**src/pkg/sfr_pkg.sv**
```systemverilog
// Shared constants for the serial frame port and its controller
package sfr_pkg;
  // Frame shape, counted in serial clock falling edges
  localparam int unsigned FRAME_W       = 16;
  localparam int unsigned CNT_W         = 5;
  localparam logic [4:0]  DOUT_STOP_EDGE = 5'h0e;
  localparam logic [4:0]  FRAME_END_EDGE = 5'h0f;
  localparam logic [4:0]  READY_EDGE     = 5'h10;
  // Command field at the head of a frame
  localparam int unsigned CMD_W        = 2;
  localparam logic [1:0]  CMD_ERR_READ = 2'h3;
  // Fault sources: short, open, overtemperature, brownout
  localparam int unsigned FAULT_W     = 4;
  localparam int unsigned FLT_SHORT   = 0;
  localparam int unsigned FLT_OPEN    = 1;
  localparam int unsigned FLT_HOT     = 2;
  localparam int unsigned FLT_BROWN   = 3;
  localparam logic [11:0] TX_PAD      = 12'h000;
  // Positions in the device's synchroniser vector
  localparam int unsigned SY_MOSI  = 0;
  localparam int unsigned SY_SELB  = 1;
  localparam int unsigned SY_SELA  = 2;
  localparam int unsigned SY_SCLK  = 3;
  localparam int unsigned SY_FLT   = 4;
  localparam int unsigned SYNC_W   = FAULT_W + 4;
  // Positions in the controller's synchroniser vector
  localparam int unsigned HY_MISO  = 0;
  localparam int unsigned HY_READY = 1;
  localparam int unsigned HY_ERR   = 2;
  localparam int unsigned HSYNC_W  = 3;
  // Timing: system clock and the daisy-chain clock ceiling
  localparam int unsigned CLK_PERIOD_NS     = 40;
  localparam int unsigned SCLK_DAISY_MAX_KHZ = 10000;
  localparam int unsigned SCLK_MIN_PERIOD_NS = 1000000 / SCLK_DAISY_MAX_KHZ;
  localparam int unsigned SCLK_MIN_HALF_CYC  =
    (SCLK_MIN_PERIOD_NS + 2 * CLK_PERIOD_NS - 1) / (2 * CLK_PERIOD_NS);
  // Half period also leaves room for both ends' two-stage synchronisers
  localparam int unsigned SCLK_CDC_HALF_CYC = 8;
  localparam int unsigned SCLK_HALF_CYC     =
    (SCLK_CDC_HALF_CYC > SCLK_MIN_HALF_CYC) ? SCLK_CDC_HALF_CYC : SCLK_MIN_HALF_CYC;
  localparam int unsigned TMR_W = 4;
  localparam logic [3:0]  HALF_LAST = 4'(SCLK_HALF_CYC - 1);
  // Controller states
  typedef enum logic [2:0] {
    SFR_IDLE  = 3'b000,
    SFR_SETUP = 3'b001,
    SFR_LOW   = 3'b010,
    SFR_HIGH  = 3'b011,
    SFR_GAP   = 3'b100
  } sfr_host_state_e;
endpackage

```
**src/pkg/sfr_link_if.sv**
```systemverilog
// Serial link between the controller and the frame port
interface sfr_link_if;
  logic sclk;
  logic select_low_a;
  logic select_low_b;
  logic mosi;
  logic miso_drv;
  logic miso_oe;
  logic ready_n;
  logic err_drv;
  logic err_oe;
  // Resolved wire levels; undriven lines rest high through pull-ups
  logic miso_line;
  logic error_line_n;
  assign miso_line    = miso_oe ? miso_drv : 1'b1;
  assign error_line_n = err_oe ? err_drv : 1'b1;
  // Frame port end
  modport dev (
    input  sclk, select_low_a, select_low_b, mosi,
    output miso_drv, miso_oe, ready_n, err_drv, err_oe
  );
  // Controller end; in a chain ready_n feeds the next select instead
  modport host (
    output sclk, select_low_a, select_low_b, mosi,
    input  miso_line, ready_n, error_line_n
  );
endinterface

```
**src/design/sfr_device.sv**
```systemverilog
// Serial frame port: edge counting, data out, ready and error lines
//
// Contract
// - Sample data in on selected falling edges
// - Data out changes only on falling edges
// - Data out floats unless both selects low
// - Release data out after fourteenth falling edge
// - Ready goes low on sixteenth edge
// - Ready returns high on select rise
// - Controller raises select after sixteenth edge
// - First fall after select is bit one
// - Error pulls low on any fault
// - Error released after error register read
// - Ready chains to next select input
// - Daisy-chained serial clock at most 10MHz
// - Serial clock toggles only while selected
module sfr_device (
  // Clock and reset
  input  wire logic                         clk_sys_in,
  input  wire logic                         rst_in,
  // Serial link
  sfr_link_if.dev                           link,
  // Fault sources from the analog side
  input  wire logic [sfr_pkg::FAULT_W-1:0]  fault_in,
  // Received frames and status
  output logic      [sfr_pkg::FRAME_W-1:0]  rx_word_out,
  output logic                              rx_valid_out,
  output logic                              frame_abort_out,
  output logic      [sfr_pkg::FAULT_W-1:0]  err_flags_out
);
  import sfr_pkg::*;

  // Frame whose command field asks for the error register
  function automatic logic is_err_read(input logic [FRAME_W-1:0] word);
    return word[FRAME_W-1 -: CMD_W] == CMD_ERR_READ;
  endfunction

  // Two-stage synchronisers for every pin and fault input
  // Pin to action takes three clocks; the half period must exceed it
  logic [SYNC_W-1:0] sync1;
  logic [SYNC_W-1:0] sync2;
  logic [SYNC_W-1:0] pins_raw;
  logic              sclk_prev;

  assign pins_raw = {fault_in, link.sclk, link.select_low_a,
                     link.select_low_b, link.mosi};

  genvar gi;
  generate
    for (gi = 0; gi < SYNC_W; gi++) begin : g_sync
      always_ff @(posedge clk_sys_in or posedge rst_in) begin
        if (rst_in) begin
          // Idle levels: pins high, faults clear
          sync1[gi] <= (gi < SY_FLT);
          sync2[gi] <= (gi < SY_FLT);
        end else begin
          sync1[gi] <= pins_raw[gi];
          sync2[gi] <= sync1[gi];
        end
      end
    end
  endgenerate

  logic               sclk_s;
  logic               din_s;
  logic               selected;
  logic               sclk_fall;
  logic [FAULT_W-1:0] fault_s;

  assign sclk_s    = sync2[SY_SCLK];
  assign din_s     = sync2[SY_MOSI];
  assign fault_s   = sync2[SY_FLT +: FAULT_W];
  assign selected  = ~sync2[SY_SELA] & ~sync2[SY_SELB];
  // Fall seen on the synchronised clock
  assign sclk_fall = sclk_prev & ~sclk_s;

  // Frame state
  logic [CNT_W-1:0]   cnt;
  logic [FRAME_W-1:0] rx;
  logic [FRAME_W-1:0] tx;
  logic               miso_oe;
  logic               ready_n;
  logic               sel_prev;
  logic [FAULT_W-1:0] err;
  logic               err_oe;
  logic               done;

  logic [CNT_W-1:0]   next_cnt;
  logic [FRAME_W-1:0] next_rx;
  logic [FRAME_W-1:0] next_tx;
  logic               next_miso_oe;
  logic               next_ready_n;
  logic [FAULT_W-1:0] next_err;
  logic               next_err_oe;
  logic               next_done;
  logic [FRAME_W-1:0] next_rx_word;
  logic               next_rx_valid;
  logic               next_abort;
  logic [CNT_W-1:0]   cnt_inc;

  // Next state of the frame, one pass per clock
  always_comb begin
    cnt_inc       = CNT_W'(cnt + 1'b1);
    next_cnt      = cnt;
    next_rx       = rx;
    next_tx       = tx;
    next_miso_oe  = miso_oe;
    next_ready_n  = ready_n;
    next_done     = done;
    next_rx_word  = rx_word_out;
    next_rx_valid = 1'b0;
    next_abort    = 1'b0;
    next_err      = err | fault_s;
    if (!selected) begin
      next_cnt     = '0;
      next_done    = 1'b0;
      next_miso_oe = 1'b0;
      // Preload the reply with the latched fault flags
      next_tx      = {err, TX_PAD};
      next_ready_n = 1'b1;
      // Cut frame: selects rose before the sixteenth edge
      if (sel_prev && !done && cnt != '0) begin
        next_abort = 1'b1;
      end
    end else begin
      // Drive the reply from the first selected cycle
      if (!sel_prev) begin
        next_miso_oe = 1'b1;
      end
      if (sclk_fall && cnt < READY_EDGE) begin
        next_cnt = cnt_inc;
        next_rx  = {rx[FRAME_W-2:0], din_s};
        next_tx  = {tx[FRAME_W-2:0], 1'b0};
        if (cnt_inc == DOUT_STOP_EDGE) begin
          next_miso_oe = 1'b0;
        end
        if (cnt_inc == READY_EDGE) begin
          next_ready_n  = 1'b0;
          next_done     = 1'b1;
          next_rx_word  = next_rx;
          next_rx_valid = 1'b1;
          if (is_err_read(next_rx)) begin
            // Set wins: a fault still present stays latched
            next_err = fault_s;
          end
        end
      end
    end
    next_err_oe = |next_err;
  end

  // Every status output and every pin but the constant err_drv comes from a flop here
  always_ff @(posedge clk_sys_in or posedge rst_in) begin
    if (rst_in) begin
      sclk_prev       <= 1'b1;
      sel_prev        <= 1'b0;
      cnt             <= '0;
      rx              <= '0;
      tx              <= '0;
      miso_oe         <= 1'b0;
      ready_n         <= 1'b1;
      done            <= 1'b0;
      err             <= '0;
      err_oe          <= 1'b0;
      rx_word_out     <= '0;
      rx_valid_out    <= 1'b0;
      frame_abort_out <= 1'b0;
      err_flags_out   <= '0;
    end else begin
      sclk_prev       <= sclk_s;
      sel_prev        <= selected;
      cnt             <= next_cnt;
      rx              <= next_rx;
      tx              <= next_tx;
      miso_oe         <= next_miso_oe;
      ready_n         <= next_ready_n;
      done            <= next_done;
      err             <= next_err;
      err_oe          <= next_err_oe;
      rx_word_out     <= next_rx_word;
      rx_valid_out    <= next_rx_valid;
      frame_abort_out <= next_abort;
      err_flags_out   <= next_err;
    end
  end

  // Pin drivers, all straight from flip-flops except err_drv, tied low
  assign link.miso_drv = tx[FRAME_W-1];
  assign link.miso_oe  = miso_oe;
  assign link.ready_n  = ready_n;
  // Open drain: only ever pulls the error line low
  assign link.err_drv  = 1'b0;
  assign link.err_oe   = err_oe;

endmodule

```
**src/flat_wrapper.sv**
```systemverilog
// flat-port wrapper written by rule: the top's interface ports become plain ports
module sfr_device_flat import sfr_pkg::*;
  (clk_sys_in, rst_in, fault_in, rx_word_out, rx_valid_out, frame_abort_out, err_flags_out, link_sclk, link_select_low_a, link_select_low_b, link_mosi, link_miso_drv, link_miso_oe, link_ready_n, link_err_drv, link_err_oe);
  sfr_link_if link_i ();
  input  wire logic clk_sys_in;
  input  wire logic rst_in;
  input  wire logic [sfr_pkg::FAULT_W-1:0] fault_in;
  output logic      [sfr_pkg::FRAME_W-1:0] rx_word_out;
  output logic rx_valid_out;
  output logic frame_abort_out;
  output logic      [sfr_pkg::FAULT_W-1:0] err_flags_out;
  input wire logic [$bits(link_i.sclk)-1:0] link_sclk;
  input wire logic [$bits(link_i.select_low_a)-1:0] link_select_low_a;
  input wire logic [$bits(link_i.select_low_b)-1:0] link_select_low_b;
  input wire logic [$bits(link_i.mosi)-1:0] link_mosi;
  output wire logic [$bits(link_i.miso_drv)-1:0] link_miso_drv;
  output wire logic [$bits(link_i.miso_oe)-1:0] link_miso_oe;
  output wire logic [$bits(link_i.ready_n)-1:0] link_ready_n;
  output wire logic [$bits(link_i.err_drv)-1:0] link_err_drv;
  output wire logic [$bits(link_i.err_oe)-1:0] link_err_oe;
  assign link_i.sclk = link_sclk;
  assign link_i.select_low_a = link_select_low_a;
  assign link_i.select_low_b = link_select_low_b;
  assign link_i.mosi = link_mosi;
  assign link_miso_drv = link_i.miso_drv;
  assign link_miso_oe = link_i.miso_oe;
  assign link_ready_n = link_i.ready_n;
  assign link_err_drv = link_i.err_drv;
  assign link_err_oe = link_i.err_oe;
  sfr_device u_core (.clk_sys_in(clk_sys_in), .rst_in(rst_in), .link(link_i), .fault_in(fault_in), .rx_word_out(rx_word_out), .rx_valid_out(rx_valid_out), .frame_abort_out(frame_abort_out), .err_flags_out(err_flags_out));
endmodule
```
**config.mk**
```make
export PLATFORM = sky130hd
export DESIGN_NAME = sfr_device_flat
export DESIGN_NICKNAME = d
export VERILOG_FILES = /design/src/pkg/sfr_pkg.sv /design/src/pkg/sfr_link_if.sv /design/src/design/sfr_device.sv /design/src/flat_wrapper.sv
export SDC_FILE = /design/constraint.sdc
export NUM_CORES = 1
export LEC_CHECK = 0
export ABC_CLOCK_PERIOD_IN_PS = 6200
export BUFFER_PORTS_ARGS = -buffer_cell sky130_fd_sc_hd__clkbuf_2
export CAP_MARGIN = 10
export CORE_MARGIN = 2
export CORE_UTILIZATION = 56
export DETAILED_ROUTE_END_ITERATION = 12
export PLACE_DENSITY = 0.78
export SYNTH_ARGS = -nofsm -noshare
export SYNTH_HDL_FRONTEND = slang
export SYNTH_SLANG_ARGS = --single-unit
```
**constraint.sdc**
```tcl
create_clock -name clk_sys_in -period 6.2 [get_ports clk_sys_in]
set_input_delay 0.31 -clock clk_sys_in [delete_from_list [all_inputs] [get_ports clk_sys_in]]
set_output_delay 0.31 -clock clk_sys_in [all_outputs]
set_load 0.02 [all_outputs]
```
==> key figures, run 1 <==
Status
  – Status: finished clean

Die
  – Starting Density: 0.588
  – Die area: 5160 um^2
  – # rows: 24
  – Placeable Area: 4380 um^2
  – Die Width: 71.8 um
  – Die Span Y: 71.8 um
  – I/O pins: 37

Min path
  – Hold path cells: 1
  – Min-delay src: link_sclk
  – Hold crit path type: input port to flop
  – Hold Path Sink: u_core.sync1[3]

Logic synthesis
  – Cell count after synthesis: 177
  – Synth top area cells: dfrtp_1 56%, dfstp_2 10%, mux2_2 9.6%
  – Post-synthesis cell area: 2580 um^2
  – Most common cell in the netlist: dfrtp_1
  – Number of synthesized flops with an enable pin: 0
  – Register area share after synthesis: 0.665
  – Yosys top cell by area: dfrtp_1
  – Flops & latches, synth: 68
  – YS warnings: 0
  – Post-synth ARST share: 1.00
  – Syn Nets: 191
  – Commonest cells post-synth: 58 x dfrtp_1, 22 x mux2_2, 14 x nand2_1, 10 x dfstp_2, 9 x mux2_4
  – Syn avg cell area: 14.6 um^2
  – Distinct cells, synth: 33
  – Yosys top cell area share: 0.563
  – Prevailing post-synth register cell: dfrtp_1

Critical path
  – Critical Path Sink Type: flop
  – Critical Path Source Type: flop
  – Reg2Reg Setup Slack: 3.94 ns
  – CP max FO: 17
  – Crit path DAT: 2.48 ns
  – Critical Path Start: u_core.sclk_prev
  – WS Path Type: flop to flop
  – RR Endpoint: u_core.rx_word_out[15]
  – Worst EP required: 6.42 ns
  – RR Startpoint: u_core.sclk_prev
  – FF-to-FF path depth: 4

Final layout
  – Area taken by multi-input logic gates: 791 um^2
  – Filler cells: 314
  – Register Area: 1710 um^2
  – Fin nets: 232
  – N_diodes: 0
  – Cell Count, Final, Fillers Out: 275
  – Area grow syn2layout: 15.4%
  – Layout cell share with drive strength beyond 1: 0.435

Run
  – MaxCap Viol Count: 0

Global routing
  – Gr usage total: 0.184
  – Largest net degree at the start of global routing: 69
  – First-pass GRT wire length: 6.97 mm
  – Total grt overflow: 0
  – Vias in the first global route: 1540
  – Antenna violations before repair: 0

Clocking
  – Post-cts resize count: 0
  – CTS Buf Count: 9
  – Clock buffer depth: 2
  – Reg clk slew, reported paths: 0.07 ns
  – CTS tree: built
  – Post-CTS Hold Fix Bufs: 0
  – Clock Root Buffer: clkbuf_8
  – H-Tree Depth: 3
  – Worst skew pair latency: 0.33 ns
  – CTS Sinks: 68
  – Setup bufs post-CTS: 0

Placed design
  – Port bufs: 35
  – Cell count after placement: 259
  – Dpl hpwl: 2.84 mm
  – Routability Congestion: 0.761

Timing
  – Fin. Hold Viols: 0
  – Final worst path period share: 0.365
  – Worst-Margin Slew: 0.810 ns
  – Slew HR: 0.460
  – Tmin final: 2.26 ns
  – RSZ-0062 raised after global routing: no
  – Clock skew: 0.00355 ns
  – Fmax: 0.442 GHz
  – Final Slew Violations: 0
  – Final setup viols: 0
  – Setup TNS: 0 ns

Routing
  – 1st-pass router iterations: 4
  – M1 WL: 1.84 mm
  – Antenna Nets Post-Route: 0
  – DR top layer: met4
  – DRT iter0 DRCs: 114
  – Final WL: 4.30 mm
  – Met2 WL: 2.20 mm
  – DR WL met3: 174 um
  – Avg WL per Cell: 15.6 um
  – Detailed-route via count: 1481
  – Drc violations: 0
  – Vias per cell: 5.39

Power
  – Max VDD drop: 0.000218 V
  – Pwr Density: 284 nW/um^2
  – Leak: 1.44 nW
  – Final Total Pwr: 843 uW
final cells by class:
| cell class | count | area share |
|---|---|---|
| inverters | 7 | 0.00883 |
| flip-flops and latches | 68 | 0.576 |
| well taps | 52 | 0.0219 |
| clock buffers | 12 | 0.0555 |
| repair buffers | 37 | 0.0639 |
| clock inverters | 4 | 0.00757 |
| multi-input cells | 95 | 0.266 |
registers in the layout, summed over array words and instances, names as in the netlist, 2 cells and up:
| register | flops |
|---|---|
| u_core.rx_word_out | 16 |
| u_core.rx | 15 |
| u_core.sync1 | 8 |
| u_core.cnt | 5 |
| u_core.err_flags_out | 4 |
| u_core.fault_s | 4 |
| u_core.tx | 4 |
| u_core.sync2 | 2 |
cell usage in the layout, fill, tap and decap left out:
cell type   Yosys  routed
inv_1           7       6
a21o_1          5       5
or3_1           2       2
nand3b_1        1       1
mux2_4          9       9
clkbuf_8        0      12
conb_1          1       1
mux2_2         22      22
or3b_1          1       1
nor4b_1         2       2
nor3_1          1       1
or4bb_1         1       1
nand2_1        14      14
nor2b_1         1       1
nor3b_1         1       1
o21ai_0         3       3
buf_4           1       2
ha_1            4       4
dfstp_2        10      10
inv_2           0       1
clkinv_2        0       3
nand3_1         4       4
or2_2           1       1
nand2b_1        1       1
or4_1           3       3
dfrtp_1        58      58
o311ai_0        1       1
nor4_4          1       1
a31oi_1         4       4
clkinvlp_4      0       1
clkbuf_2        0      35
o21a_1          2       2
nor2_1          5       5
xnor2_1         1       1
a21oi_1         4       4
worst max path at each step:
stage	cells after the start	slack, ns	endpoint
after detailed placement	4	3.95	u_core.rx_word_out[1]
final	4	3.94	u_core.rx_word_out[15]
after global placement	4	4.02	u_core.rx_word_out[0]
after floorplan	5	4.10	u_core.rx_word_out[10]
after CTS	4	3.94	u_core.rx_word_out[15]
after global routing	4	3.84	u_core.rx_word_out[15]
power by group:
group	leakage, nW	total [mW]	internal (mW)	switching (mW)
Clock	0.0982	0.331	0.176	0.155
Combinational	0.501	0.0356	0.0152	0.0204
Sequential	0.844	0.477	0.465	0.0120
Total	1.44	0.843	0.656	0.187
routing by layer:
metal,up-vias,GRT usage
met2,31,0.290
met3,11,0.0717
li1,692,-
met4,0,0.0839
met5,-,0
met1,747,0.225
logic make-up after synthesis:
family / share of synthesized area
multiplexers: 0.149
XOR/XNOR: 0.00340
AO/OA/AOI/OAI: 0.0471
AND/OR/NAND/NOR: 0.0869
flip-flops: 0.665
buffers and inverters: 0.0282
adder cells (fa/ha/maj): 0.0194
other: 0.00145
per-stage QoR:
| step | hold slack (ns) | utilization | setup WS, ns | instance area (um^2) |
|---|---|---|---|---|
| 4_1_cts | 0.0459 | 0.678 | 3.94 | 2970 |
| 2_1_floorplan | 0.314 | - | 4.10 | 2580 |
| 6_report | 0.0558 | 0.678 | 3.94 | 2970 |
| 3_5_place_dp | 0.337 | 0.636 | 3.95 | 2790 |
| 3_3_place_gp | 0.332 | 0.636 | 4.02 | 2790 |
| 5_1_grt | 0.0350 | 0.678 | 3.84 | 2970 |
worst max-delay path, cell delays in order, from the launching register on:
cell	delay, ns
dfstp_2	0.52
or3b_1	0.57
nor4_4	0.34
buf_4	0.33
mux2_2	0.38
Note: power is estimated with default switching activity, not from simulation.
==> run 2, diff against run 1 <==
- ABC_CLOCK_PERIOD_IN_PS: 6200 -> 1900
- CORE_UTILIZATION: 56 -> 50
- PLACE_DENSITY: 0.78 -> 0.74
- clock period: 6.2 -> 1.9 ns (I/O delays scaled with it)
==> run 2 against run 1 <==
Compared with the run above:
- combinational power rose to 3.9 times the previous value
- via count rose by 2.4%
- first-iteration DRC count fell by 30%
- clock power rose to 3.6 times the previous value
- highest routed layer unchanged
- die area rose by 11%
- sequential power rose to 3.2 times the previous value
- sequential share of layout area fell by 4.0 points
- core utilization fell by 4.5 points
- cell count rose by 13%
- count of clock-buffer cells in the layout fell by 2
- worst hold slack improved by 0.26 ns
==> key figures, run 2 (synthesis results as in run 1) <==
Timing
  – Clock skew: 0.00910 ns
  – Final worst path period share: 0.980
  – Final WS setup: 0.0373 ns
  – Tmin final: 1.86 ns
  – Fmax: 0.537 GHz
  – Final setup viols: 0
  – Fin. Hold Viols: 0
  – Final Slew Violations: 0
  – RSZ-0062 raised after global routing: no

Routing
  – DRT iter0 DRCs: 80
  – Drc violations: 0
  – Vias per cell: 4.89
  – Avg WL per Cell: 12.9 um
  – 1st-pass router iterations: 4
  – Final WL: 3.99 mm
  – Detailed-route via count: 1517
  – Antenna Nets Post-Route: 0

Global routing
  – Gr usage total: 0.162
  – First-pass GRT wire length: 6.64 mm
  – Vias in the first global route: 1501
  – Total grt overflow: 0
  – Antenna violations before repair: 0
  – Largest net degree at the start of global routing: 47

Clocking
  – Clock Root Buffer: clkbuf_8
  – CTS Buf Count: 9
  – CTS tree: built
  – Worst skew pair latency: 0.34 ns
  – Setup bufs post-CTS: 0
  – H-Tree Depth: 3
  – Reg clk slew, reported paths: 0.08 ns
  – CTS Sinks: 68
  – Clock buffer depth: 2

Final layout
  – N_diodes: 0
  – Area grow syn2layout: 24.0%
  – Most frequent cells in the layout: 57 x dfrtp_1, 35 x clkbuf_2, 22 x mux2_2
  – Final Util: 0.634
  – Fin nets: 249
  – Layout cell share with drive strength beyond 1: 0.450
  – Most common cell after layout, fill and taps aside: dfrtp_1
  – Filler cells: 383
  – Most flop-heavy register: u_core.rx_word_out
  – Max reg flops: 16
  – Largest registers: u_core.rx_word_out x16, u_core.rx x15, u_core.sync1 x8

Power
  – NetSw: 650 uW
  – Clock Power Share: 0.411
  – Sequential share of power: 0.540
  – Combinational share of power: 0.049
  – Internal: 2.22 mW
  – Pwr Density: 900 nW/um^2
  – Sw frac: 0.226
  – Final Total Pwr: 2.87 mW
  – Leak: 1.53 nW
  – Max VDD drop: 0.000667 V

Die
  – I/O pins: 37
  – Die Span Y: 75.8 um
  – Starting Density: 0.511
  – Placeable Area: 5040 um^2
  – # rows: 26
  – Die area: 5740 um^2
  – Die Width: 75.8 um

Critical path
  – Crit path DAT: 2.10 ns
  – RR Endpoint: u_core.err_flags_out[1]
  – CP max FO: 5
  – Reg2Reg Setup Slack: 0.04 ns
  – RR Startpoint: u_core.sclk_prev
  – Worst EP required: 2.14 ns
  – FF-to-FF path depth: 3
  – Critical Path Sink Type: flop
  – WS Path Type: flop to flop
  – Critical Path Source Type: flop

Placed design
  – Port bufs: 35
  – Placement Setup Slack: -0.0240 ns
  – Routability Congestion: 0.764
  – Dpl hpwl: 2.57 mm

Min path
  – Hold crit path type: input port to async pin

Status
  – Status: finished clean

Run
  – MaxCap Viol Count: 0
## run 2: cell types whose count changed in the layout (fill, tap and decap cells not counted), sizes merged
| cell | before | now |
|---|---|---|
| dlygate4sd3 | 0 | 9 |
| clkbuf | 47 | 45 |
| buf | 2 | 10 |
| bufinv | 0 | 1 |
| clkinvlp | 1 | 2 |
## run 2: power by group through the flow
stage / registers, mW / logic (mW) / clock network [mW]
floorplan: 1.57 / 0.0910 / 0
global placement: 1.58 / 0.125 / 0
detailed placement: 1.58 / 0.128 / 0
CTS: 1.55 / 0.143 / 1.21
global route: 1.56 / 0.160 / 1.27
finish: 1.55 / 0.140 / 1.18
## run 2: layout make-up
class	instances	area, um^2	area share
clock inverter	6	63.8	0.0200
multi-input combinational	95	800	0.250
sequential	68	1720	0.537
timing repair buffer	54	365	0.114
inverter	7	26.3	0.00822
tap	70	87.6	0.0274
clock buffer	10	138	0.0431
## run 2: metrics by stage
step / TNS [ns] / cell area (um^2) / cells / hold slack [ns]
after CTS: 0 / 3190 / 310 / 0.307
after floorplan: -0.665 / 2580 / 177 / 0.0995
after global placement: 0 / 2890 / 285 / 0.123
after global routing: 0 / 3200 / 310 / 0.357
final: 0 / 3200 / 310 / 0.320
after detailed placement: -0.0535 / 2890 / 285 / 0.133
## run 2: timing repair
action	4_1_cts	5_1_grt
endpoints found under the setup margin	5	16
gates resized for setup	1	2
hold buffers	9	0
endpoints found under the hold margin	29	0
## run 2: how the worst max path moves through the flow
stage	startpoint	endpoint	slack, ns	cells past startpoint
after global routing	u_core.sclk_prev	u_core.rx_word_out[0]	0.0006	4
final	u_core.sclk_prev	u_core.err_flags_out[1]	0.04	3
after floorplan	u_core.sclk_prev	u_core.rx_word_out[10]	-0.07	5
after global placement	u_core.sclk_prev	u_core.err_flags_out[3]	0.05	3
after CTS	u_core.sclk_prev	u_core.err_flags_out[1]	0.03	3
after detailed placement	u_core.sclk_prev	u_core.err_flags_out[1]	-0.02	3
## run 2: routing by layer
metal	wire [um]	vias up	GRT usage
met4	109	0	0.123
met2	1880	31	0.229
met3	139	10	0.0503
met5	0	-	0
met1	1860	749	0.208
li1	-	727	-
## run 2: critical path, cell delays in order, from the launching register on
cell and delay, ns:
dfstp_2 0.53, or3b_1 0.42, or4_4 0.60, a21o_1 0.20
==> run 3, diff against run 2 <==
- BUFFER_PORTS_ARGS: -buffer_cell sky130_fd_sc_hd__clkbuf_2 -> not set
- CORE_UTILIZATION: 50 -> 55
- DONT_BUFFER_PORTS: not set -> 1
- PLACE_DENSITY: 0.74 -> 0.73
==> run 3 against run 2 <==
Compared with the run above:
- non-clock buffer count down 34
- count of clock-buffer cells in the layout unchanged
- power up 1.2%
- critical path type unchanged
==> key figures, run 3 (synthesis results as in run 1) <==
Status
  – Status: finished clean

Final layout
  – Largest registers: u_core.rx_word_out x16, u_core.rx x15, u_core.sync1 x8
  – Most common cell after layout, fill and taps aside: dfrtp_1
  – Max reg flops: 16
  – Layout cell share with drive strength beyond 1: 0.356
  – N_diodes: 0
  – Fin nets: 215
  – Filler cells: 308
  – Area grow syn2layout: 16.8%
  – Area taken by multi-input logic gates: 802 um^2
  – Most frequent cells in the layout: 57 x dfrtp_1, 22 x mux2_2, 14 x nand2_1
  – Register Area: 1720 um^2
  – Most flop-heavy register: u_core.rx_word_out
  – Final Cell Area: 3010 um^2

Critical path
  – WS Path Type: flop to flop
  – Worst EP required: 2.11 ns
  – Critical Path Sink Type: flop
  – Reg2Reg Setup Slack: 0.05 ns
  – RR Startpoint: u_core.cnt[0]
  – Max incr delay on CP: 0.45 ns
  – Crit path DAT: 2.07 ns
  – Worst setup path end: u_core.rx_word_out[2]
  – Critical Path Source Type: flop
  – RR Endpoint: u_core.rx_word_out[2]
  – CP max-delay cell: dfrtp_1
  – CP max FO: 17
  – FF-to-FF path depth: 5
  – Crit-path cells: ha_1, nand3_1, nor4_4, buf_12, mux2_2
  – Critical Path Start: u_core.cnt[0]

Clocking
  – Clock Root Buffer: clkbuf_8
  – CTS Sinks: 68
  – Reg clk slew, reported paths: 0.07 ns
  – H-Tree Depth: 3
  – CTS tree: built
  – Clock buffer depth: 2
  – Worst skew pair latency: 0.33 ns
  – CTS Buf Count: 9

Timing
  – Final Slew Violations: 0
  – Final worst path period share: 0.976
  – Fmax: 0.539 GHz
  – Clock skew: 0.00723 ns
  – Final setup viols: 0
  – Tmin final: 1.85 ns
  – Fin. Hold Viols: 0
  – Hold WS: 0.242 ns

Global routing
  – Vias in the first global route: 1471
  – First-pass GRT wire length: 7.09 mm
  – Total grt overflow: 0
  – Gr usage total: 0.184
  – Antenna violations before repair: 0
  – Largest net degree at the start of global routing: 46

Power
  – Max VDD drop: 0.000742 V
  – Pwr Density: 966 nW/um^2
  – Leak: 1.39 nW

Die
  – Starting Density: 0.580
  – Die Width: 72.5 um
  – I/O pins: 37
  – Die Span Y: 72.5 um
  – Placeable Area: 4440 um^2
  – # rows: 24
  – Die area: 5250 um^2

Placed design
  – Routability Congestion: 0.773
  – Port bufs: 0
  – Placement Cell Area: 2690 um^2
  – Dpl hpwl: 2.88 mm

Routing
  – Met2 WL: 2.19 mm
  – Vias per cell: 5.50
  – DR top layer: met4
  – DRT iter0 DRCs: 51
  – Avg WL per Cell: 16.4 um
  – Detailed-route via count: 1413
  – Drc violations: 0
  – M1 WL: 1.75 mm
  – Final WL: 4.22 mm
  – 1st-pass router iterations: 5
  – DR WL met3: 218 um
  – Antenna Nets Post-Route: 0

Min path
  – Hold crit path type: input port to async pin

Run
  – MaxCap Viol Count: 0
[run 3: cell types whose count changed in the layout (fill, tap and decap cells not counted)]
cell	previous run	this run
or3b_4	0	1
clkbuf_1	0	1
buf_4	8	9
bufinv_16	1	2
clkinv_4	1	0
clkbuf_8	10	9
clkbuf_2	35	0
or3b_1	1	0
clkinvlp_4	2	1
[run 3: worst min-delay path by stage]
stage | start | endpoint | slack (ns) | cells past startpoint
2_1_floorplan | link_mosi | u_core.sync1[0] | 0.1 | 0
3_3_place_gp | rst_in | u_core.sync1[4] | 0.02 | 1
3_5_place_dp | rst_in | u_core.sync1[4] | 0.03 | 1
4_1_cts | rst_in | u_core.rx_word_out[8] | 0.26 | 2
5_1_grt | rst_in | u_core.rx_word_out[1] | 0.28 | 2
6_report | rst_in | u_core.sync1[4] | 0.24 | 2
[run 3: stage by stage]
stage               std cells  setup slack (ns)  setup TNS, ns  total power, mW  utilization
global route              257           -0.0141        -0.0232             3.03        0.678
CTS                       255           0.00987              0             2.95        0.672
global placement          231            0.0423              0             1.69        0.605
finish                    257            0.0452              0             2.91        0.678
floorplan                 177           -0.0739         -0.665             1.66            -
detailed placement        231          -0.00877        -0.0156             1.70        0.605
[run 3: power by group]
group	switching, mW	total, mW	internal [mW]
Clock	0.492	1.22	0.727
Combinational	0.0668	0.133	0.0663
Sequential	0.0402	1.56	1.52
[run 3: cell type report]
class,instances,area share
multi-input combinational,95,0.266
clock buffer,10,0.0424
tap,52,0.0216
timing repair buffer,20,0.0656
clock inverter,5,0.0258
sequential,68,0.570
inverter,7,0.00872
[run 3: critical path, delay by kind of cell, from the launching register on]
kind          cells  cell delay, ns
flops             1            0.45
fa+ha+maj         1            0.20
mux               1            0.35
buf+inv           1            0.21
simple gates      2            0.53
[run 3: layer usage]
layer	global-route usage	up-vias
met2	0.286	34
met4	0.0967	0
met5	0	-
met3	0.0667	6
met1	0.226	721
li1	-	652
[run 3: what timing repair did]
action	in CTS	in global routing
setup endpoints to repair	5	18
hold buffers	9	0
hold endpoints to repair	27	0
cloned	0	0
resized for setup	1	3
buffers inserted	0	2
